`config.mk`:
```
export PLATFORM = sky130hd
export DESIGN_NAME = ttc_top
export DESIGN_NICKNAME = d
export VERILOG_FILES = /design/src/rtl/ttc_pkg.sv /design/src/rtl/ttc_top.sv /design/src/rtl/ttc_fine_edge.sv
export VERILOG_INCLUDE_DIRS = /design/src /design/src/rtl
export SDC_FILE = /design/constraint.sdc
export NUM_CORES = 1
export LEC_CHECK = 0
export BUFFER_PORTS_ARGS = -buffer_cell sky130_fd_sc_hd__buf_2
export CAP_MARGIN = 15
export CORE_UTILIZATION = 57
export DETAILED_ROUTE_END_ITERATION = 8
export GPL_ROUTABILITY_DRIVEN = 1
export GPL_TIMING_DRIVEN = 1
export PLACE_DENSITY = 0.79
export SYNTH_ARGS = -nofsm -noshare
export SYNTH_HDL_FRONTEND = slang
export SYNTH_SLANG_ARGS = --single-unit
```
`constraint.sdc`:
```
create_clock -name clock -period 5.9 [get_ports clock]
set_input_delay 1.18 -clock clock [delete_from_list [all_inputs] [get_ports clock]]
set_output_delay 1.18 -clock clock [all_outputs]
set_load 0.01 [all_outputs]
```
`src/rtl/ttc_cfg.svh`:
```
// constants for the trigger time capture block
`ifndef TTC_CFG_SVH
`define TTC_CFG_SVH

// ------------------------------------------------------------------
// clocks and time steps
// ------------------------------------------------------------------
`define TTC_CLK_MHZ          125
`define TTC_FRONT_PANEL_TRIGGER_INPUT_CLK_PS      125
`define TTC_DATA_CLK_PS      4000
`define TTC_BLOCK_CLK_PS     (1000000 / `TTC_CLK_MHZ)
`define TTC_STEPS_PER_DATA   (`TTC_DATA_CLK_PS / `TTC_FRONT_PANEL_TRIGGER_INPUT_CLK_PS)
`define TTC_DATA_PER_BLOCK   (`TTC_BLOCK_CLK_PS / `TTC_DATA_CLK_PS)
`define TTC_FP_W             (`TTC_STEPS_PER_DATA * `TTC_DATA_PER_BLOCK)
`define TTC_CO_W             `TTC_DATA_PER_BLOCK
`define TTC_STEP_W           5
`define TTC_FINE_W           6
`define TTC_SAMPLE_STEPS     8
`define TTC_TS_W             48
`define TTC_CNT_W            (`TTC_TS_W - `TTC_FINE_W)
`define TTC_RS_MIN_NS        (-375)
`define TTC_RS_MAX_NS        500

// ------------------------------------------------------------------
// register map and fields
// ------------------------------------------------------------------
`define TTC_AW               8
`define TTC_REG_CMD          8'h00
`define TTC_REG_CFG          8'h04
`define TTC_REG_DELAY        8'h08
`define TTC_REG_STATUS       8'h0c
`define TTC_REG_TS_LO        8'h10
`define TTC_REG_TS_HI        8'h14
`define TTC_REG_RSTART       8'h18
`define TTC_CMD_ARM          0
`define TTC_CMD_DISARM       1
`define TTC_CMD_SOFT         2
`define TTC_CMD_CLR          3
`define TTC_CFG_SRC_LSB      0
`define TTC_CFG_SRC_MSB      2
`define TTC_CFG_FP_FALL      4
`define TTC_CFG_FS_FALL      5
`define TTC_ST_ARMED         0
`define TTC_ST_CAPT          1
`define TTC_ST_SRC_LSB       4
`define TTC_ST_SRC_MSB       6

`endif

```
`src/rtl/ttc_pkg.sv`:
```
// types shared by the trigger time capture block
`include "ttc_cfg.svh"
package ttc_pkg;

    // ------------------------------------------------------------------
    // enumerations
    // ------------------------------------------------------------------
    typedef enum logic [1:0] {
        TTC_DISARMED = 2'h0,
        TTC_ARMED    = 2'h1,
        TTC_FIRED    = 2'h3
    } ttc_state_t;

    typedef enum logic [2:0] {
        TTC_SRC_FRONT = 3'h0,
        TTC_SRC_FRAME = 3'h1,
        TTC_SRC_STAR  = 3'h2,
        TTC_SRC_MLVDS = 3'h3,
        TTC_SRC_SOFT  = 3'h4
    } ttc_src_t;

    // ------------------------------------------------------------------
    // carriers
    // ------------------------------------------------------------------
    typedef struct packed {
        logic [`TTC_AW-1:0] addr;
        logic [31:0]        wdata;
        logic               wr;
        logic               rd;
    } ttc_bus_t;

    typedef struct packed {
        logic                  pulse;
        ttc_src_t              source;
        logic                  fine_valid;
        logic [`TTC_TS_W-1:0]  ts;
        logic signed [31:0]    rstart;
    } ttc_event_t;

endpackage

```
`src/rtl/ttc_top.sv`:
```
// trigger time capture: fine and coarse trigger stamping with record start offset
`timescale 1ns/10ps
`include "ttc_cfg.svh"

// Summary of operation
// - front-panel trigger located to one 125 ps trigger-clock step
// - frame and backplane sources resolved only to one 4 ns data-clock period, soft triggers to one 8 ns block cycle
// - fine position given only for front-panel triggers
// - fine position forms the low bits of the record timestamp
// - first sample is the sample instant at or after the trigger
// - signed record start offset, positive when first sample follows trigger
// - configured delay or pretrigger is added to the record start offset
// - soft trigger command fires and stamps the block cycle it arrives in
// - rising or falling edge chosen apart for front-panel and frame inputs
// - frame and backplane inputs act as 4 ns resolution trigger sources
module ttc_top (
    input  wire logic                      clock,
    input  wire logic                      rst_b,
    input  wire ttc_pkg::ttc_bus_t         bus,
    output logic [31:0]                    rdata,
    input  wire logic [`TTC_FP_W-1:0]      front_panel_trigger_input,
    input  wire logic [`TTC_CO_W-1:0]      frame_sync_input,
    input  wire logic [`TTC_CO_W-1:0]      backplane_star_trigger,
    input  wire logic [`TTC_CO_W-1:0]      backplane_mlvds_trigger,
    output ttc_pkg::ttc_event_t            front_panel_trigger_input_event,
    output logic                           armed
);

    // ------------------------------------------------------------------
    // state
    // ------------------------------------------------------------------
    typedef struct packed {
        ttc_pkg::ttc_state_t     fsm;
        ttc_pkg::ttc_src_t       src;
        logic                    fp_fall;
        logic                    fs_fall;
        logic signed [31:0]      delay;
        logic [`TTC_CNT_W-1:0]   cnt;
        logic                    prev_fp;
        logic                    prev_fs;
        logic                    prev_star;
        logic                    prev_mlvds;
        logic                    captured;
        logic                    armed;
        logic [31:0]             rdata;
        ttc_pkg::ttc_event_t     evt;
    } ttc_regs_t;

    ttc_regs_t r;
    ttc_regs_t next_r;

    localparam int RsMinSteps = `TTC_RS_MIN_NS * 1000 / `TTC_FRONT_PANEL_TRIGGER_INPUT_CLK_PS;
    localparam int RsMaxSteps = `TTC_RS_MAX_NS * 1000 / `TTC_FRONT_PANEL_TRIGGER_INPUT_CLK_PS;
    localparam int SampleMax  = `TTC_SAMPLE_STEPS - 1;

    // ------------------------------------------------------------------
    // front-panel fine edge search
    // ------------------------------------------------------------------
    logic                    fp_hit;
    logic [`TTC_FINE_W-1:0]  fp_idx;

    ttc_fine_edge u_fine (
        .sample_word (front_panel_trigger_input),
        .prev_bit    (r.prev_fp),
        .falling     (r.fp_fall),
        .edge_found  (fp_hit),
        .edge_index  (fp_idx)
    );

    // ------------------------------------------------------------------
    // coarse sources: earliest data-clock slot with an edge
    // ------------------------------------------------------------------
    function automatic logic [1:0] coarse_edge(input logic [1:0] w, input logic prev);
        logic e0;
        logic e1;
        e0 = w[0] & ~prev;
        e1 = w[1] & ~w[0];
        coarse_edge = {e0 | e1, ~e0};
    endfunction

    logic [1:0] fs_e;
    logic [1:0] star_e;
    logic [1:0] mlvds_e;

    assign fs_e    = coarse_edge(frame_sync_input ^ {`TTC_CO_W{r.fs_fall}},
                                 r.prev_fs ^ r.fs_fall);
    assign star_e  = coarse_edge(backplane_star_trigger, r.prev_star);
    assign mlvds_e = coarse_edge(backplane_mlvds_trigger, r.prev_mlvds);

    // ------------------------------------------------------------------
    // source selection
    // ------------------------------------------------------------------
    logic                    hw_hit;
    logic [`TTC_FINE_W-1:0]  hw_fine;

    always_comb begin
        hw_hit  = 1'b0;
        hw_fine = '0;
        case (r.src)
            ttc_pkg::TTC_SRC_FRONT: begin
                hw_hit  = fp_hit;
                hw_fine = fp_idx;
            end
            ttc_pkg::TTC_SRC_FRAME: begin
                hw_hit  = fs_e[1];
                hw_fine = {fs_e[0], `TTC_STEP_W'(0)};
            end
            ttc_pkg::TTC_SRC_STAR: begin
                hw_hit  = star_e[1];
                hw_fine = {star_e[0], `TTC_STEP_W'(0)};
            end
            ttc_pkg::TTC_SRC_MLVDS: begin
                hw_hit  = mlvds_e[1];
                hw_fine = {mlvds_e[0], `TTC_STEP_W'(0)};
            end
            default: begin
                hw_hit  = 1'b0;
                hw_fine = '0;
            end
        endcase
    end

    // ------------------------------------------------------------------
    // command decode
    // ------------------------------------------------------------------
    logic wr_cmd;
    logic is_armed;
    logic soft_cmd;
    logic fire;

    assign wr_cmd   = bus.wr && (bus.addr == `TTC_REG_CMD);
    assign is_armed = (r.fsm != ttc_pkg::TTC_DISARMED);
    assign soft_cmd = wr_cmd && bus.wdata[`TTC_CMD_SOFT];
    // a hardware edge beats a soft command in the same cycle: it carries fine time
    assign fire     = is_armed && (hw_hit || soft_cmd);

    // ------------------------------------------------------------------
    // next state
    // ------------------------------------------------------------------
    always_comb begin
        logic [`TTC_FINE_W-1:0] sel_fine;
        int                     fm;
        logic signed [31:0]     gap;
        next_r           = r;
        sel_fine         = '0;
        fm               = 0;
        gap              = '0;
        next_r.evt.pulse = 1'b0;
        next_r.rdata     = '0;
        next_r.cnt       = r.cnt + 1'b1;
        next_r.prev_fp    = front_panel_trigger_input[`TTC_FP_W-1];
        next_r.prev_fs    = frame_sync_input[`TTC_CO_W-1];
        next_r.prev_star  = backplane_star_trigger[`TTC_CO_W-1];
        next_r.prev_mlvds = backplane_mlvds_trigger[`TTC_CO_W-1];

        if (bus.wr && bus.addr == `TTC_REG_CFG) begin
            next_r.src     = ttc_pkg::ttc_src_t'(bus.wdata[`TTC_CFG_SRC_MSB:`TTC_CFG_SRC_LSB]);
            next_r.fp_fall = bus.wdata[`TTC_CFG_FP_FALL];
            next_r.fs_fall = bus.wdata[`TTC_CFG_FS_FALL];
        end
        if (bus.wr && bus.addr == `TTC_REG_DELAY) begin
            next_r.delay = signed'(bus.wdata);
        end

        case (r.fsm)
            ttc_pkg::TTC_DISARMED: begin
                if (wr_cmd && bus.wdata[`TTC_CMD_ARM]) begin
                    next_r.fsm = ttc_pkg::TTC_ARMED;
                end
            end
            ttc_pkg::TTC_ARMED: begin
                if (fire) begin
                    next_r.fsm = ttc_pkg::TTC_FIRED;
                end
            end
            ttc_pkg::TTC_FIRED: begin
                if (!fire) begin
                    next_r.fsm = ttc_pkg::TTC_ARMED;
                end
            end
            default: begin
                next_r.fsm = ttc_pkg::TTC_DISARMED;
            end
        endcase
        if (wr_cmd && bus.wdata[`TTC_CMD_DISARM]) begin
            next_r.fsm = ttc_pkg::TTC_DISARMED;
        end
        // registered copy so the armed pin comes straight from a flop
        next_r.armed = (next_r.fsm != ttc_pkg::TTC_DISARMED);

        if (wr_cmd && bus.wdata[`TTC_CMD_CLR]) begin
            next_r.captured = 1'b0;
        end
        if (fire) begin
            sel_fine = hw_hit ? hw_fine : '0;
            fm       = int'(sel_fine) % `TTC_SAMPLE_STEPS;
            // rounds up to the next sample, never to the nearest
            gap      = (fm == 0) ? 32'sd0 : 32'(`TTC_SAMPLE_STEPS - fm);
            next_r.captured       = 1'b1;
            next_r.evt.pulse      = 1'b1;
            next_r.evt.source     = hw_hit ? r.src : ttc_pkg::TTC_SRC_SOFT;
            next_r.evt.fine_valid = hw_hit && (r.src == ttc_pkg::TTC_SRC_FRONT);
            next_r.evt.ts         = {r.cnt, sel_fine};
            next_r.evt.rstart     = gap + r.delay;
        end

        if (bus.rd) begin
            case (bus.addr)
                `TTC_REG_CFG: begin
                    next_r.rdata[`TTC_CFG_SRC_MSB:`TTC_CFG_SRC_LSB] = r.src;
                    next_r.rdata[`TTC_CFG_FP_FALL] = r.fp_fall;
                    next_r.rdata[`TTC_CFG_FS_FALL] = r.fs_fall;
                end
                `TTC_REG_DELAY: begin
                    next_r.rdata = r.delay;
                end
                `TTC_REG_STATUS: begin
                    next_r.rdata[`TTC_ST_ARMED] = is_armed;
                    next_r.rdata[`TTC_ST_CAPT]  = r.captured;
                    next_r.rdata[`TTC_ST_SRC_MSB:`TTC_ST_SRC_LSB] = r.evt.source;
                end
                `TTC_REG_TS_LO: begin
                    next_r.rdata = r.evt.ts[31:0];
                end
                `TTC_REG_TS_HI: begin
                    next_r.rdata = 32'(r.evt.ts[`TTC_TS_W-1:32]);
                end
                `TTC_REG_RSTART: begin
                    next_r.rdata = r.evt.rstart;
                end
                default: begin
                    next_r.rdata = '0;
                end
            endcase
        end
    end

    // ------------------------------------------------------------------
    // registers
    // ------------------------------------------------------------------
    always_ff @(posedge clock or negedge rst_b) begin
        if (!rst_b) begin
            r <= '0;
        end else begin
            r <= next_r;
        end
    end

    assign rdata      = r.rdata;
    assign front_panel_trigger_input_event = r.evt;
    assign armed      = r.armed;
endmodule

```
`src/rtl/ttc_fine_edge.sv`:
```
// first-edge locator over one word of trigger-clock samples
`timescale 1ns/10ps
`include "ttc_cfg.svh"
module ttc_fine_edge (
    input  wire logic [`TTC_FP_W-1:0]   sample_word,
    input  wire logic                   prev_bit,
    input  wire logic                   falling,
    output logic                        edge_found,
    output logic [`TTC_FINE_W-1:0]      edge_index
);

    // ------------------------------------------------------------------
    // per-step edge detection
    // ------------------------------------------------------------------
    logic [`TTC_FP_W-1:0] lvl;
    logic [`TTC_FP_W-1:0] hit;

    genvar gi;
    generate
        for (gi = 0; gi < `TTC_FP_W; gi = gi + 1) begin : g_step
            assign lvl[gi] = sample_word[gi] ^ falling;
            if (gi == 0) begin : g_first
                assign hit[gi] = lvl[gi] & ~(prev_bit ^ falling);
            end else begin : g_rest
                assign hit[gi] = lvl[gi] & ~lvl[gi-1];
            end
        end
    endgenerate

    // ------------------------------------------------------------------
    // earliest edge wins; later edges in the word are dropped
    // ------------------------------------------------------------------
    always_comb begin
        edge_found = 1'b0;
        edge_index = '0;
        for (int i = `TTC_FP_W - 1; i >= 0; i--) begin
            if (hit[i]) begin
                edge_found = 1'b1;
                edge_index = `TTC_FINE_W'(i);
            end
        end
    end

endmodule

```
# Yosys cells after proc, flatten, opt, wreduce, memory -nomap -nowiden
# Cells that the tools add are included.
dict set report classes {
  n_mux 148
  n_reduce_logical 17
  n_addsub 3
  eq_ne 11
  bitwise_logic 213
}
# operator count
set op_table {}
lappend op_table {{$mux 6} 65}
lappend op_table {{$pmux 25 s4} 1}
lappend op_table {{$mux 85} 1}
lappend op_table {{$not 1->1} 73}
lappend op_table {{$and 1x1->1} 70}
lappend op_table {{$mux 1} 66}
lappend op_table {{$xor 1x1->1} 66}
lappend op_table {{$mux 32} 2}
lappend op_table {{$add 42x1->42 const B} 1}
lappend op_table {{$add 32x32->32} 1}
lappend op_table {{$logic_not 32->1} 1}
lappend op_table {{$eq 8x5->1 const B} 3}
lappend op_table {{$pmux 2 s6} 2}
lappend op_table {{$pmux 6 s4} 1}
lappend op_table {{$eq 8x4->1 const B} 2}
lappend op_table {{$pmux 1 s5} 2}
lappend op_table {{$logic_and 1x1->1} 9}
lappend op_table {{$eq 8x3->1 const B} 1}
lappend op_table {{$logic_not 8->1} 1}
lappend op_table {{$mux 2} 4}
lappend op_table {{$pmux 1 s4} 2}
lappend op_table {{$eq 3x2->1 const B} 2}
lappend op_table {{$pmux 2 s3} 1}
lappend op_table {{$reduce_bool 2->1} 3}
lappend op_table {{other kinds (10)} 12}
dict set report totals {
  out_inout_bits 118
  reg_bits 204
  elab_cells 410
  in_bits 114
}

# Logic depth before layout (Yosys ltp)
# Gate-level depths: netlist (run 1).
dict set report depth {
  word_depth 74
  mapped_depth 27
  depth_no_buf 21
}

# By module
# Synthesis (run 1) repeated with hierarchy kept, for this count alone.
dict set report hier_totals {
  cells_unflattened 1365
  area_unflattened_um2 13306.5
}
# module seq_area_each_um2 cells_per_inst area_each_um2 instances
set by_module_without_submodules {}
lappend by_module_without_submodules {ttc_top 5104.9 846 10090.9 1}
lappend by_module_without_submodules {ttc_fine_edge 0.0 519 3215.6 1}

# Least setup slack after synthesis (run 1)
# No wires, ideal clock.
dict set report synth_timing {
  path_type {input to register}
  start {input front_panel_trigger_input[15]}
  end {register r, in the netlist front_panel_trigger_input_event[28]}
  path_buffers 2
  cell_stages 20
  setup_ns 0.077
  required_ns 5.823
  slack_ns 0.448
  arrival_ns 5.375
  cell_sequence {buf_2 nor2b_1 nor4_1 o22ai_1 or4b_4 o41ai_4 nand4b_1 ha_1 ha_1 nor2_1 and3_1 ha_1 o21ai_0 a211oi_1 and3_1 clkbuf_1 and2_1 nand3_1 xor2_1 a21oi_1}
}
dict set report synth_via {
  elab_chain_len 25
  elab_cells_between_ends 47
  classes_between {add/sub: 2; mux: 38; bitwise: 4; reduce/logical: 3}
}
# item line
set synth_rtl {}
lappend synth_rtl {{from (decl)} ttc_top.sv:21} ;# input wire logic [`TTC_FP_W-1:0] front_panel_trigger_input,
lappend synth_rtl {{$xor 1x1->1 (*)} ttc_fine_edge.sv:21} ;# assign lvl[gi] = sample_word[gi] ^ falling;
lappend synth_rtl {{$not 1->1} ttc_fine_edge.sv:25} ;# assign hit[gi] = lvl[gi] & ~lvl[gi-1];
lappend synth_rtl {{$and 1x1->1} ttc_fine_edge.sv:25}
lappend synth_rtl {{$mux 6 or $mux 1 (tied branches) (17 in series)} ttc_fine_edge.sv:37} ;# if (hit[i]) begin
lappend synth_rtl {{$pmux 6 s4 or $pmux 1 s4 (tied branches)} ttc_top.sv:99} ;# case (r.src)
lappend synth_rtl {{$mux 6} ttc_top.sv:195} ;# sel_fine = hw_hit ? hw_fine : '0;
lappend synth_rtl {{$sub 4x3->5 (no line) or $logic_not 32->1 (tied branches)} -}
lappend synth_rtl {{$mux 32} ttc_top.sv:198} ;# gap = (fm == 0) ? 32'sd0 : 32'(`TTC_SAMPLE_STEPS - fm);
lappend synth_rtl {{$add 32x32->32} ttc_top.sv:204} ;# next_r.evt.rstart = gap + r.delay;
lappend synth_rtl {{to (signal assigned)} ttc_top.sv:245} ;# r <= next_r;
lappend synth_rtl {{to (decl)} ttc_top.sv:49} ;# ttc_regs_t r;
# Mark *: on every way between the ends. The rest lies on a longest branch, timed or not.
# A chain may end at the register's enable or synchronous reset.

# Final worst setup path (run 1)
dict set report layout_timing {
  start {input front_panel_trigger_input[49]}
  end {register r, in the netlist front_panel_trigger_input_event[30]}
}
dict set report layout_via {
  elab_chain_len 59
  elab_cells_between_ends 115
  classes_between {add/sub: 2; mux: 106; bitwise: 4; reduce/logical: 3}
}
# item line
set layout_rtl {}
lappend layout_rtl {{$xor 1x1->1 (*)} ttc_fine_edge.sv:21}
lappend layout_rtl {{$not 1->1} ttc_fine_edge.sv:25}
lappend layout_rtl {{$and 1x1->1} ttc_fine_edge.sv:25}
lappend layout_rtl {{$mux 6 or $mux 1 (tied branches) (51 in series)} ttc_fine_edge.sv:37}
lappend layout_rtl {{$pmux 6 s4 or $pmux 1 s4 (tied branches)} ttc_top.sv:99}
lappend layout_rtl {{$mux 6} ttc_top.sv:195}
lappend layout_rtl {{$sub 4x3->5 (no line) or $logic_not 32->1 (tied branches)} -}
lappend layout_rtl {{$mux 32} ttc_top.sv:198}
lappend layout_rtl {{$add 32x32->32} ttc_top.sv:204}
# Marked as above.

==> results.cfg, run 1 <==
[die]
design.die.area_um2 = 22900
core_region_area_um2 = 21900
effective_utilization_at_floorplan_pct = 58.2
die_width_um = 151
rows = 54
io_pins = 232
die_h_um = 151

[layout]
design.final.nets = 1589
final_design_area_no_fill_um2 = 14100
finish.cell_count_without_fillers = 1766
layout-drive-gt1-share_pct = 22.7
syn_to_final_growth_pct = 10.6

[job]
max_cap_violations = 0

[timing]
finalSetupViolCount = 0
layout_min_cycle_time_ns = 5.46
fmax_ghz = 0.183
worst_slack_ns = 0.436
timing.slew.headroom_pct = 23.7
report.final.hold_viol_count = 0
fin_worst_skew_ns = 0.0241
tightest_slew_ns = 1.13
grt_setup_unrepaired = no
maxSlewViolCount = 0
final_period_utilization_pct = 92.6

[pwr]
switching_power_mw = 1.21
seqPwrFrac_pct = 43.1
p_int_mw = 2.81
p_leak_nw = 6.67
power_switching_share_pct = 30.0
clock_power_share_pct = 37.0
share_comb_of_total_power_pct = 19.9
design_power_total_mw = 4.02
peakVddDrop_mv = 0.232
power_density_nw_per_um2 = 286

[outcome]
status = complete, no violations

[synthesis]
number_of_cells_produced_by_synthesis = 1376
yosysTopAreaCell = sky130_fd_sc_hd__dfrtp_1
async_reset_ff_share_pct = 100
synth.cells.most_frequent = 204 x sky130_fd_sc_hd__dfrtp_1, 123 x sky130_fd_sc_hd__nor2_1, 117 x sky130_fd_sc_hd__buf_4, 80 x sky130_fd_sc_hd__nand2_1, 77 x sky130_fd_sc_hd__a21oi_1
syn_area_per_cell_um2 = 9.25
yosys.cell_types.count = 71
synth.most_common_cell = sky130_fd_sc_hd__dfrtp_1
ys_ff_latch = 204
synth_largest_type_area_fraction_pct = 40.1
synth_fp_nets = 1498
synth.area.top_cells = sky130_fd_sc_hd__dfrtp_1 40%, sky130_fd_sc_hd__buf_4 6.9%, sky130_fd_sc_hd__mux2_1 3.9%
share_of_the_yosys_chip_area_belonging_to_registers_pct = 40.1
synth-edff-count = 0
synth_warnings = 0
postSynth.topFlopCell = sky130_fd_sc_hd__dfrtp_1
synth.cell_area_um2 = 12700

[clocking]
cts.htree.levels = 1
cts.root.buffer_cell = sky130_fd_sc_hd__clkbuf_16
clk_latency_ns = 0.52
tritoncts.num_buffers = 23
postCtsSetupBuffers = 0
clock_tree_from_tritoncts = yes
clk_pin_slew_worst_paths_ns = 0.06
hold_buffers = 0
cts_max_path_buffers = 3
post_cts.resized_instances = 0
cts.sinks = 204

[critical_path]
crit-reg2reg-launch = r[198]$_DFFE_PN0P_
crit_type = primary input to register
setup.worst_path.end = front_panel_trigger_input_event[30]$_DFFE_PN0P_
minimum_setup_slack_among_reg_to_reg_paths_ns = 0.46
critPathLaunch = front_panel_trigger_input[49]
reg2reg_to = front_panel_trigger_input_event[30]$_DFFE_PN0P_
required_ns = 6.24
ff2ff_path_depth = 22
setup.worst_path.start_class = primary input
worst_ep_arrival_time_ns = 5.80
crit_path_max_fanout = 7
setup.worst_path.end_class = register

[detailed_routing]
detail-route-antenna-nets = 0
drc = 0
first_pass_iters = 6
dr_total_vias = 10800
wl_final_um = 33500
detailedRoute.firstIterationViolations = 995
routed_via_density = 6.10
wire_per_inst_um = 19.0

[placement]
place_congestion = 0.967
place.port_buffers = 231
dpl.cell_count = 1722
dpl_worst_slack_ns = -0.0185
dpl-instance-area_um2 = 13300
place.detailed.hpwl_um = 23600

[global_route]
grtUsageTotal_pct = 28.9
grt_pass1_vias = 10100
grt_max_degree = 118
antenna_found_initial = 0
first_pass_grt_wire_length_um = 52100
global_route.overflow_total = 0

[worst_hold_path]
hp_class = register to register
-- layout by cell type (no fill, tap or decap), types with 11 or more instances in the layout --
cell and count:
sky130_fd_sc_hd__clkbuf_16 23, sky130_fd_sc_hd__nand3_1 53, sky130_fd_sc_hd__nor2b_1 32, sky130_fd_sc_hd__xor2_1 38, sky130_fd_sc_hd__mux2_2 42, sky130_fd_sc_hd__and2_1 21
sky130_fd_sc_hd__mux2i_1 12, sky130_fd_sc_hd__mux2_1 44, sky130_fd_sc_hd__o21ai_0 34, sky130_fd_sc_hd__a31oi_1 24, sky130_fd_sc_hd__nor3_1 17, sky130_fd_sc_hd__a21o_1 11
sky130_fd_sc_hd__buf_4 13, sky130_fd_sc_hd__inv_1 46, sky130_fd_sc_hd__nand2b_1 64, sky130_fd_sc_hd__a22oi_1 34, sky130_fd_sc_hd__nor2_1 120, sky130_fd_sc_hd__a21oi_1 77
sky130_fd_sc_hd__nand4_1 15, sky130_fd_sc_hd__and3_1 21, sky130_fd_sc_hd__dfrtp_1 203, sky130_fd_sc_hd__a222oi_1 19, sky130_fd_sc_hd__nand2_1 80, sky130_fd_sc_hd__o211ai_1 19
sky130_fd_sc_hd__buf_2 230, sky130_fd_sc_hd__xnor2_1 32
-- cell families after synthesis --
kind of cell    synth area share [%]
compound gates                  17.6
xor+xnor                        4.81
buf+inv                         10.3
fa+ha+maj                      0.845
mux                             8.55
flops                           40.1
simple gates                    17.8
-- critical path, stage by stage --
cell                       delay, ns
sky130_fd_sc_hd__buf_2          0.14
sky130_fd_sc_hd__nand2b_1       0.16
sky130_fd_sc_hd__a21boi_0       0.33
sky130_fd_sc_hd__nand3_1        0.12
sky130_fd_sc_hd__a222oi_1       0.40
sky130_fd_sc_hd__o211ai_1       0.23
sky130_fd_sc_hd__a211oi_1       0.37
sky130_fd_sc_hd__inv_1          0.08
sky130_fd_sc_hd__ha_1           0.20
sky130_fd_sc_hd__ha_1           0.20
sky130_fd_sc_hd__nor2_1         0.11
sky130_fd_sc_hd__ha_1           0.18
sky130_fd_sc_hd__inv_1          0.06
sky130_fd_sc_hd__fa_1           0.40
sky130_fd_sc_hd__nor2b_1        0.14
sky130_fd_sc_hd__o21ai_0        0.15
sky130_fd_sc_hd__a211oi_1       0.37
sky130_fd_sc_hd__and3_1         0.37
sky130_fd_sc_hd__and2_1         0.23
sky130_fd_sc_hd__nand3_1        0.11
sky130_fd_sc_hd__xor2_1         0.18
sky130_fd_sc_hd__a21oi_1        0.09
-- area by class of cell --
cell class                      instances  area, um^2
Tap cell                              280         350
Antenna cell                            4        10.0
Multi-Input combinational cell        944        6340
Timing Repair Buffer                  246        1300
Clock inverter                          9         135
Fill cell                            1810        7810
Clock buffer                           31         656
Sequential cell                       204        5110
Inverter                               48         180
-- per-stage QoR --
step | util, % | setup TNS (ns) | hold WS [ns]
after floorplan | - | 0 | 0.442
after global routing | 64.3 | 0 | 0.517
after CTS | 64.3 | 0 | 0.481
final | 64.3 | 0 | 0.482
after detailed placement | 60.7 | -0.0185 | 0.467
after global placement | 60.7 | 0 | 0.458
-- how the worst min path moves through the flow --
stage	cells after the start	end	start
final	1	r[134]$_DFF_PN0_	r[134]$_DFF_PN0_
after global routing	1	r[161]$_DFF_PN0_	r[161]$_DFF_PN0_
after floorplan	1	r[164]$_DFF_PN0_	r[164]$_DFF_PN0_
after detailed placement	2	r[118]$_DFFE_PN0P_	r[118]$_DFFE_PN0P_
after CTS	2	r[118]$_DFFE_PN0P_	r[118]$_DFFE_PN0P_
after global placement	2	r[118]$_DFFE_PN0P_	r[118]$_DFFE_PN0P_
-- flip-flops by register name, summed over array words and instances (netlist names) --
register / flops
armed: 1
rdata: 32
r: 86
front_panel_trigger_input_event: 85
-- power groups by stage --
stage / clock (mW) / sequential [mW] / combinational [mW]
2_1_floorplan: 0 / 1.70 / 0.672
3_3_place_gp: 0 / 1.75 / 0.781
3_5_place_dp: 0 / 1.75 / 0.796
4_1_cts: 1.51 / 1.73 / 0.803
5_1_grt: 1.57 / 1.75 / 0.887
6_report: 1.49 / 1.73 / 0.802
-- routing by layer --
| layer | track usage [%] | share of wire (%) |
|---|---|---|
| met1 | 39.9 | 43 |
| met2 | 46.7 | 46 |
| met3 | 4.85 | 8.2 |
| met4 | 8.80 | 2.4 |
| met5 | 0 | 0 |
(Power assumes the default switching activity.)
==> run 2: changes to the inputs <==
--- a/config.mk
+++ b/config.mk
@@ -6,13 +6,15 @@
 export SDC_FILE = /design/constraint.sdc
 export NUM_CORES = 1
 export LEC_CHECK = 0
+export ABC_AREA = 1
 export BUFFER_PORTS_ARGS = -buffer_cell sky130_fd_sc_hd__buf_2
 export CAP_MARGIN = 15
-export CORE_UTILIZATION = 57
+export CORE_UTILIZATION = 56
 export DETAILED_ROUTE_END_ITERATION = 8
 export GPL_ROUTABILITY_DRIVEN = 1
 export GPL_TIMING_DRIVEN = 1
 export PLACE_DENSITY = 0.79
+export SLEW_MARGIN = 20
 export SYNTH_ARGS = -nofsm -noshare
 export SYNTH_HDL_FRONTEND = slang
 export SYNTH_SLANG_ARGS = --single-unit
==> run 2 against run 1 <==
Compared with the run above: the run now ends with setup timing left; wire length is 2.4% lower; clock power is 8% lower; area after synthesis is 4.8% lower; core utilization is 3.7 points higher; worst hold slack worse by 0.015 ns; critical path depth is 39 higher; total power is 4.6% lower; die area is 3.1% lower; largest power group unchanged.
==> results.cfg, run 2 <==
[global_route]
grtUsageTotal_pct = 29.2
grt_pass1_vias = 9907
grt_max_degree = 131
global_route.overflow_total = 0
first_pass_grt_wire_length_um = 50700
antenna_found_initial = 1

[timing]
fmax_ghz = 0.155
maxSlewViolCount = 0
fin_worst_skew_ns = 0.0258
finalHoldWorstSlack_ns = 0.467
report.final.hold_viol_count = 0
layout_min_cycle_time_ns = 6.47
final_period_utilization_pct = 110
timing.slew.headroom_pct = 17.5
finalSetupViolCount = 11
tightest_slew_ns = 1.23
worst_slack_ns = -0.569
grt_setup_unrepaired = yes

[synthesis]
number_of_cells_produced_by_synthesis = 1520
synth.area.top_cells = sky130_fd_sc_hd__dfrtp_1 42%, sky130_fd_sc_hd__nand2_1 12%, sky130_fd_sc_hd__buf_4 8.1%
yosysTopAreaCell = sky130_fd_sc_hd__dfrtp_1
synth-edff-count = 0
combinational_family_with_the_most_area_after_synthesis = simple AND/OR/NAND/NOR gates
synth.cell_area_um2 = 12100
share_of_the_yosys_chip_area_belonging_to_registers_pct = 42.1
syn_area_per_cell_um2 = 7.97
yosys.cell_types.count = 55
yosys.area_share.simple_pct = 22.5
synth_warnings = 0
ys_ff_latch = 204
synth_compound_area_share_pct = 9.83
synth_fp_nets = 1642
synth.cells.most_frequent = 386 x sky130_fd_sc_hd__nand2_1, 204 x sky130_fd_sc_hd__dfrtp_1, 204 x sky130_fd_sc_hd__inv_1, 130 x sky130_fd_sc_hd__buf_4, 96 x sky130_fd_sc_hd__nor2_1
post_synth_fa_ha_maj_area_fraction_pct = 0.888
synth_xor_xnor_area_share_pct = 8.17
mux_share_of_post_synthesis_cell_area_pct = 0.558
synth_largest_type_area_fraction_pct = 42.1
synth.most_common_cell = sky130_fd_sc_hd__nand2_1
postSynth.topFlopCell = sky130_fd_sc_hd__dfrtp_1
async_reset_ff_share_pct = 100

[placement]
place.port_buffers = 231
place_congestion = 0.944
place.detailed.hpwl_um = 23700

[layout]
syn_to_final_growth_pct = 18.4
layout-drive-gt1-share_pct = 27.3
final_common_cell = sky130_fd_sc_hd__nand2_1
regMostFlops = r
design.final.nets = 1844
largest_register_ff_count = 86
layout_common_cells = 374 x sky130_fd_sc_hd__nand2_1, 226 x sky130_fd_sc_hd__buf_2, 203 x sky130_fd_sc_hd__dfrtp_1
layout.core_utilization_pct = 68.1

[detailed_routing]
detail-route-antenna-nets = 0
wire_per_inst_um = 16.2
highest-signal-layer = met4
wl_met2_um = 15200
detailedRoute.firstIterationViolations = 942
first_pass_iters = 7
routedLengthMet1_um = 13400
dr_total_vias = 10700
routed_via_density = 5.29
drc = 0
wl_final_um = 32700
routed-wl-met3_um = 2710

[clocking]
hold_buffers = 0
tritoncts.num_buffers = 22
cts_max_path_buffers = 3
clk_latency_ns = 0.52
cts.root.buffer_cell = sky130_fd_sc_hd__clkbuf_16
clock_tree_from_tritoncts = yes
clk_pin_slew_worst_paths_ns = 0.06
cts.htree.levels = 1
cts.sinks = 204

[die]
die_h_um = 149
core_region_area_um2 = 21100
rows = 53
io_pins = 232
die_width_um = 149
effective_utilization_at_floorplan_pct = 57.5
design.die.area_um2 = 22200

[pwr]
power_density_nw_per_um2 = 267
power_switching_share_pct = 29.7
clock_power_share_pct = 35.7
p_int_mw = 2.70
seqPwrFrac_pct = 43.1
share_comb_of_total_power_pct = 21.2
switching_power_mw = 1.14
peakVddDrop_mv = 0.312
p_leak_nw = 7.67

[critical_path]
ff2ff_path_depth = 61
crit_top_cell = sky130_fd_sc_hd__nand2_1
cp_slowest_stage_delay_ns = 0.26
critPathLaunch = front_panel_trigger_input[56]
crit_path_max_fanout = 3
required_ns = 6.32
setup.worst_path.end_class = register
setup.worst_path.start_class = primary input
worst_ep_arrival_time_ns = 6.89
worst-path-stages = 61
crit-reg2reg-launch = r[198]$_DFFE_PN0P_
wp_buf_inv = 4
cell_with_the_largest_stage_delay_on_the_worst_path = sky130_fd_sc_hd__ha_4
critPathTopFamily = simple AND/OR/NAND/NOR gates
crit_type = primary input to register

[outcome]
status = finished, violations left
failed_checks = setup timing

[worst_hold_path]
hp_class = register to register
hold_path.startpoint = r[123]$_DFF_PN0_
hold-path-cell-count = 1

[job]
max_cap_violations = 0
## run 2: routing by layer
metal / track usage, % / vias up
met5: 0 / -
met4: 12.3 / 0
met3: 4.04 / 95
met2: 46.6 / 469
met1: 39.8 / 4990
li1: - / 5096
## run 2: power by group through the flow
stage                     Clock [mW]  Sequential, mW  Combinational [mW]
after floorplan                    0            1.63               0.594
after global placement             0            1.67               0.746
after detailed placement           0            1.67               0.770
after CTS                       1.38            1.65               0.785
after global routing            1.44            1.66               0.909
final                           1.37            1.65               0.814
## run 2: path summary, 6_finish.rpt
path	endpoint	slack (ns)
worst min-delay path	r[123]$_DFF_PN0_	0.47
min in group asynchronous	rdata[28]$_DFF_PN0_	0.75
max in group asynchronous	r[198]$_DFFE_PN0P_	3.90
worst max register to register	front_panel_trigger_input_event[31]$_DFFE_PN0P_	-0.52
worst min register to register	r[123]$_DFF_PN0_	0.47
worst max-delay path	front_panel_trigger_input_event[31]$_DFFE_PN0P_	-0.57
## run 2: cells by family (layout without fill, tap and decap cells)
| group | count (synthesis) | after routing |
|---|---|---|
| AND/OR/NAND/NOR | 617 | 617 |
| AO/OA/AOI/OAI | 193 | 193 |
| other | 0 | 2 |
| buffers and inverters | 379 | 596 |
| XOR/XNOR | 113 | 113 |
| flip-flops | 204 | 204 |
| adder cells (fa/ha/maj) | 8 | 8 |
| multiplexers | 6 | 6 |
## run 2: timing repair
item | in CTS | in global routing
setup endpoints to repair | 11 | 16
cloned | 0 | 0
setup buffers | 10 | 14
pin swaps | 5 | 22
gates resized for setup | 18 | 38
## run 2: layout make-up
| type | instances | area, um^2 |
|---|---|---|
| antenna | 2 | 5.00 |
| clock buffer | 32 | 618 |
| clock inverter | 7 | 98.8 |
| fill | 1707 | 6740 |
| inverter | 220 | 826 |
| multi-input combinational | 937 | 5340 |
| sequential | 204 | 5110 |
| tap | 275 | 344 |
| timing repair buffer | 337 | 2010 |
## run 2: metrics by stage
| step | setup TNS (ns) | setup slack [ns] | cell area [um^2] | instances | power, mW |
|---|---|---|---|---|---|
| finish | -3.09 | -0.569 | 14400 | 2014 | 3.84 |
| global route | -11.19 | -1.19 | 14300 | 2013 | 4.02 |
| CTS | -3.35 | -0.595 | 14100 | 2002 | 3.82 |
| detailed placement | -10.20 | -1.24 | 13300 | 1954 | 2.44 |
| global placement | -8.65 | -1.01 | 13300 | 1954 | 2.42 |
| floorplan | -1.28 | -0.501 | 12200 | 1520 | 2.22 |
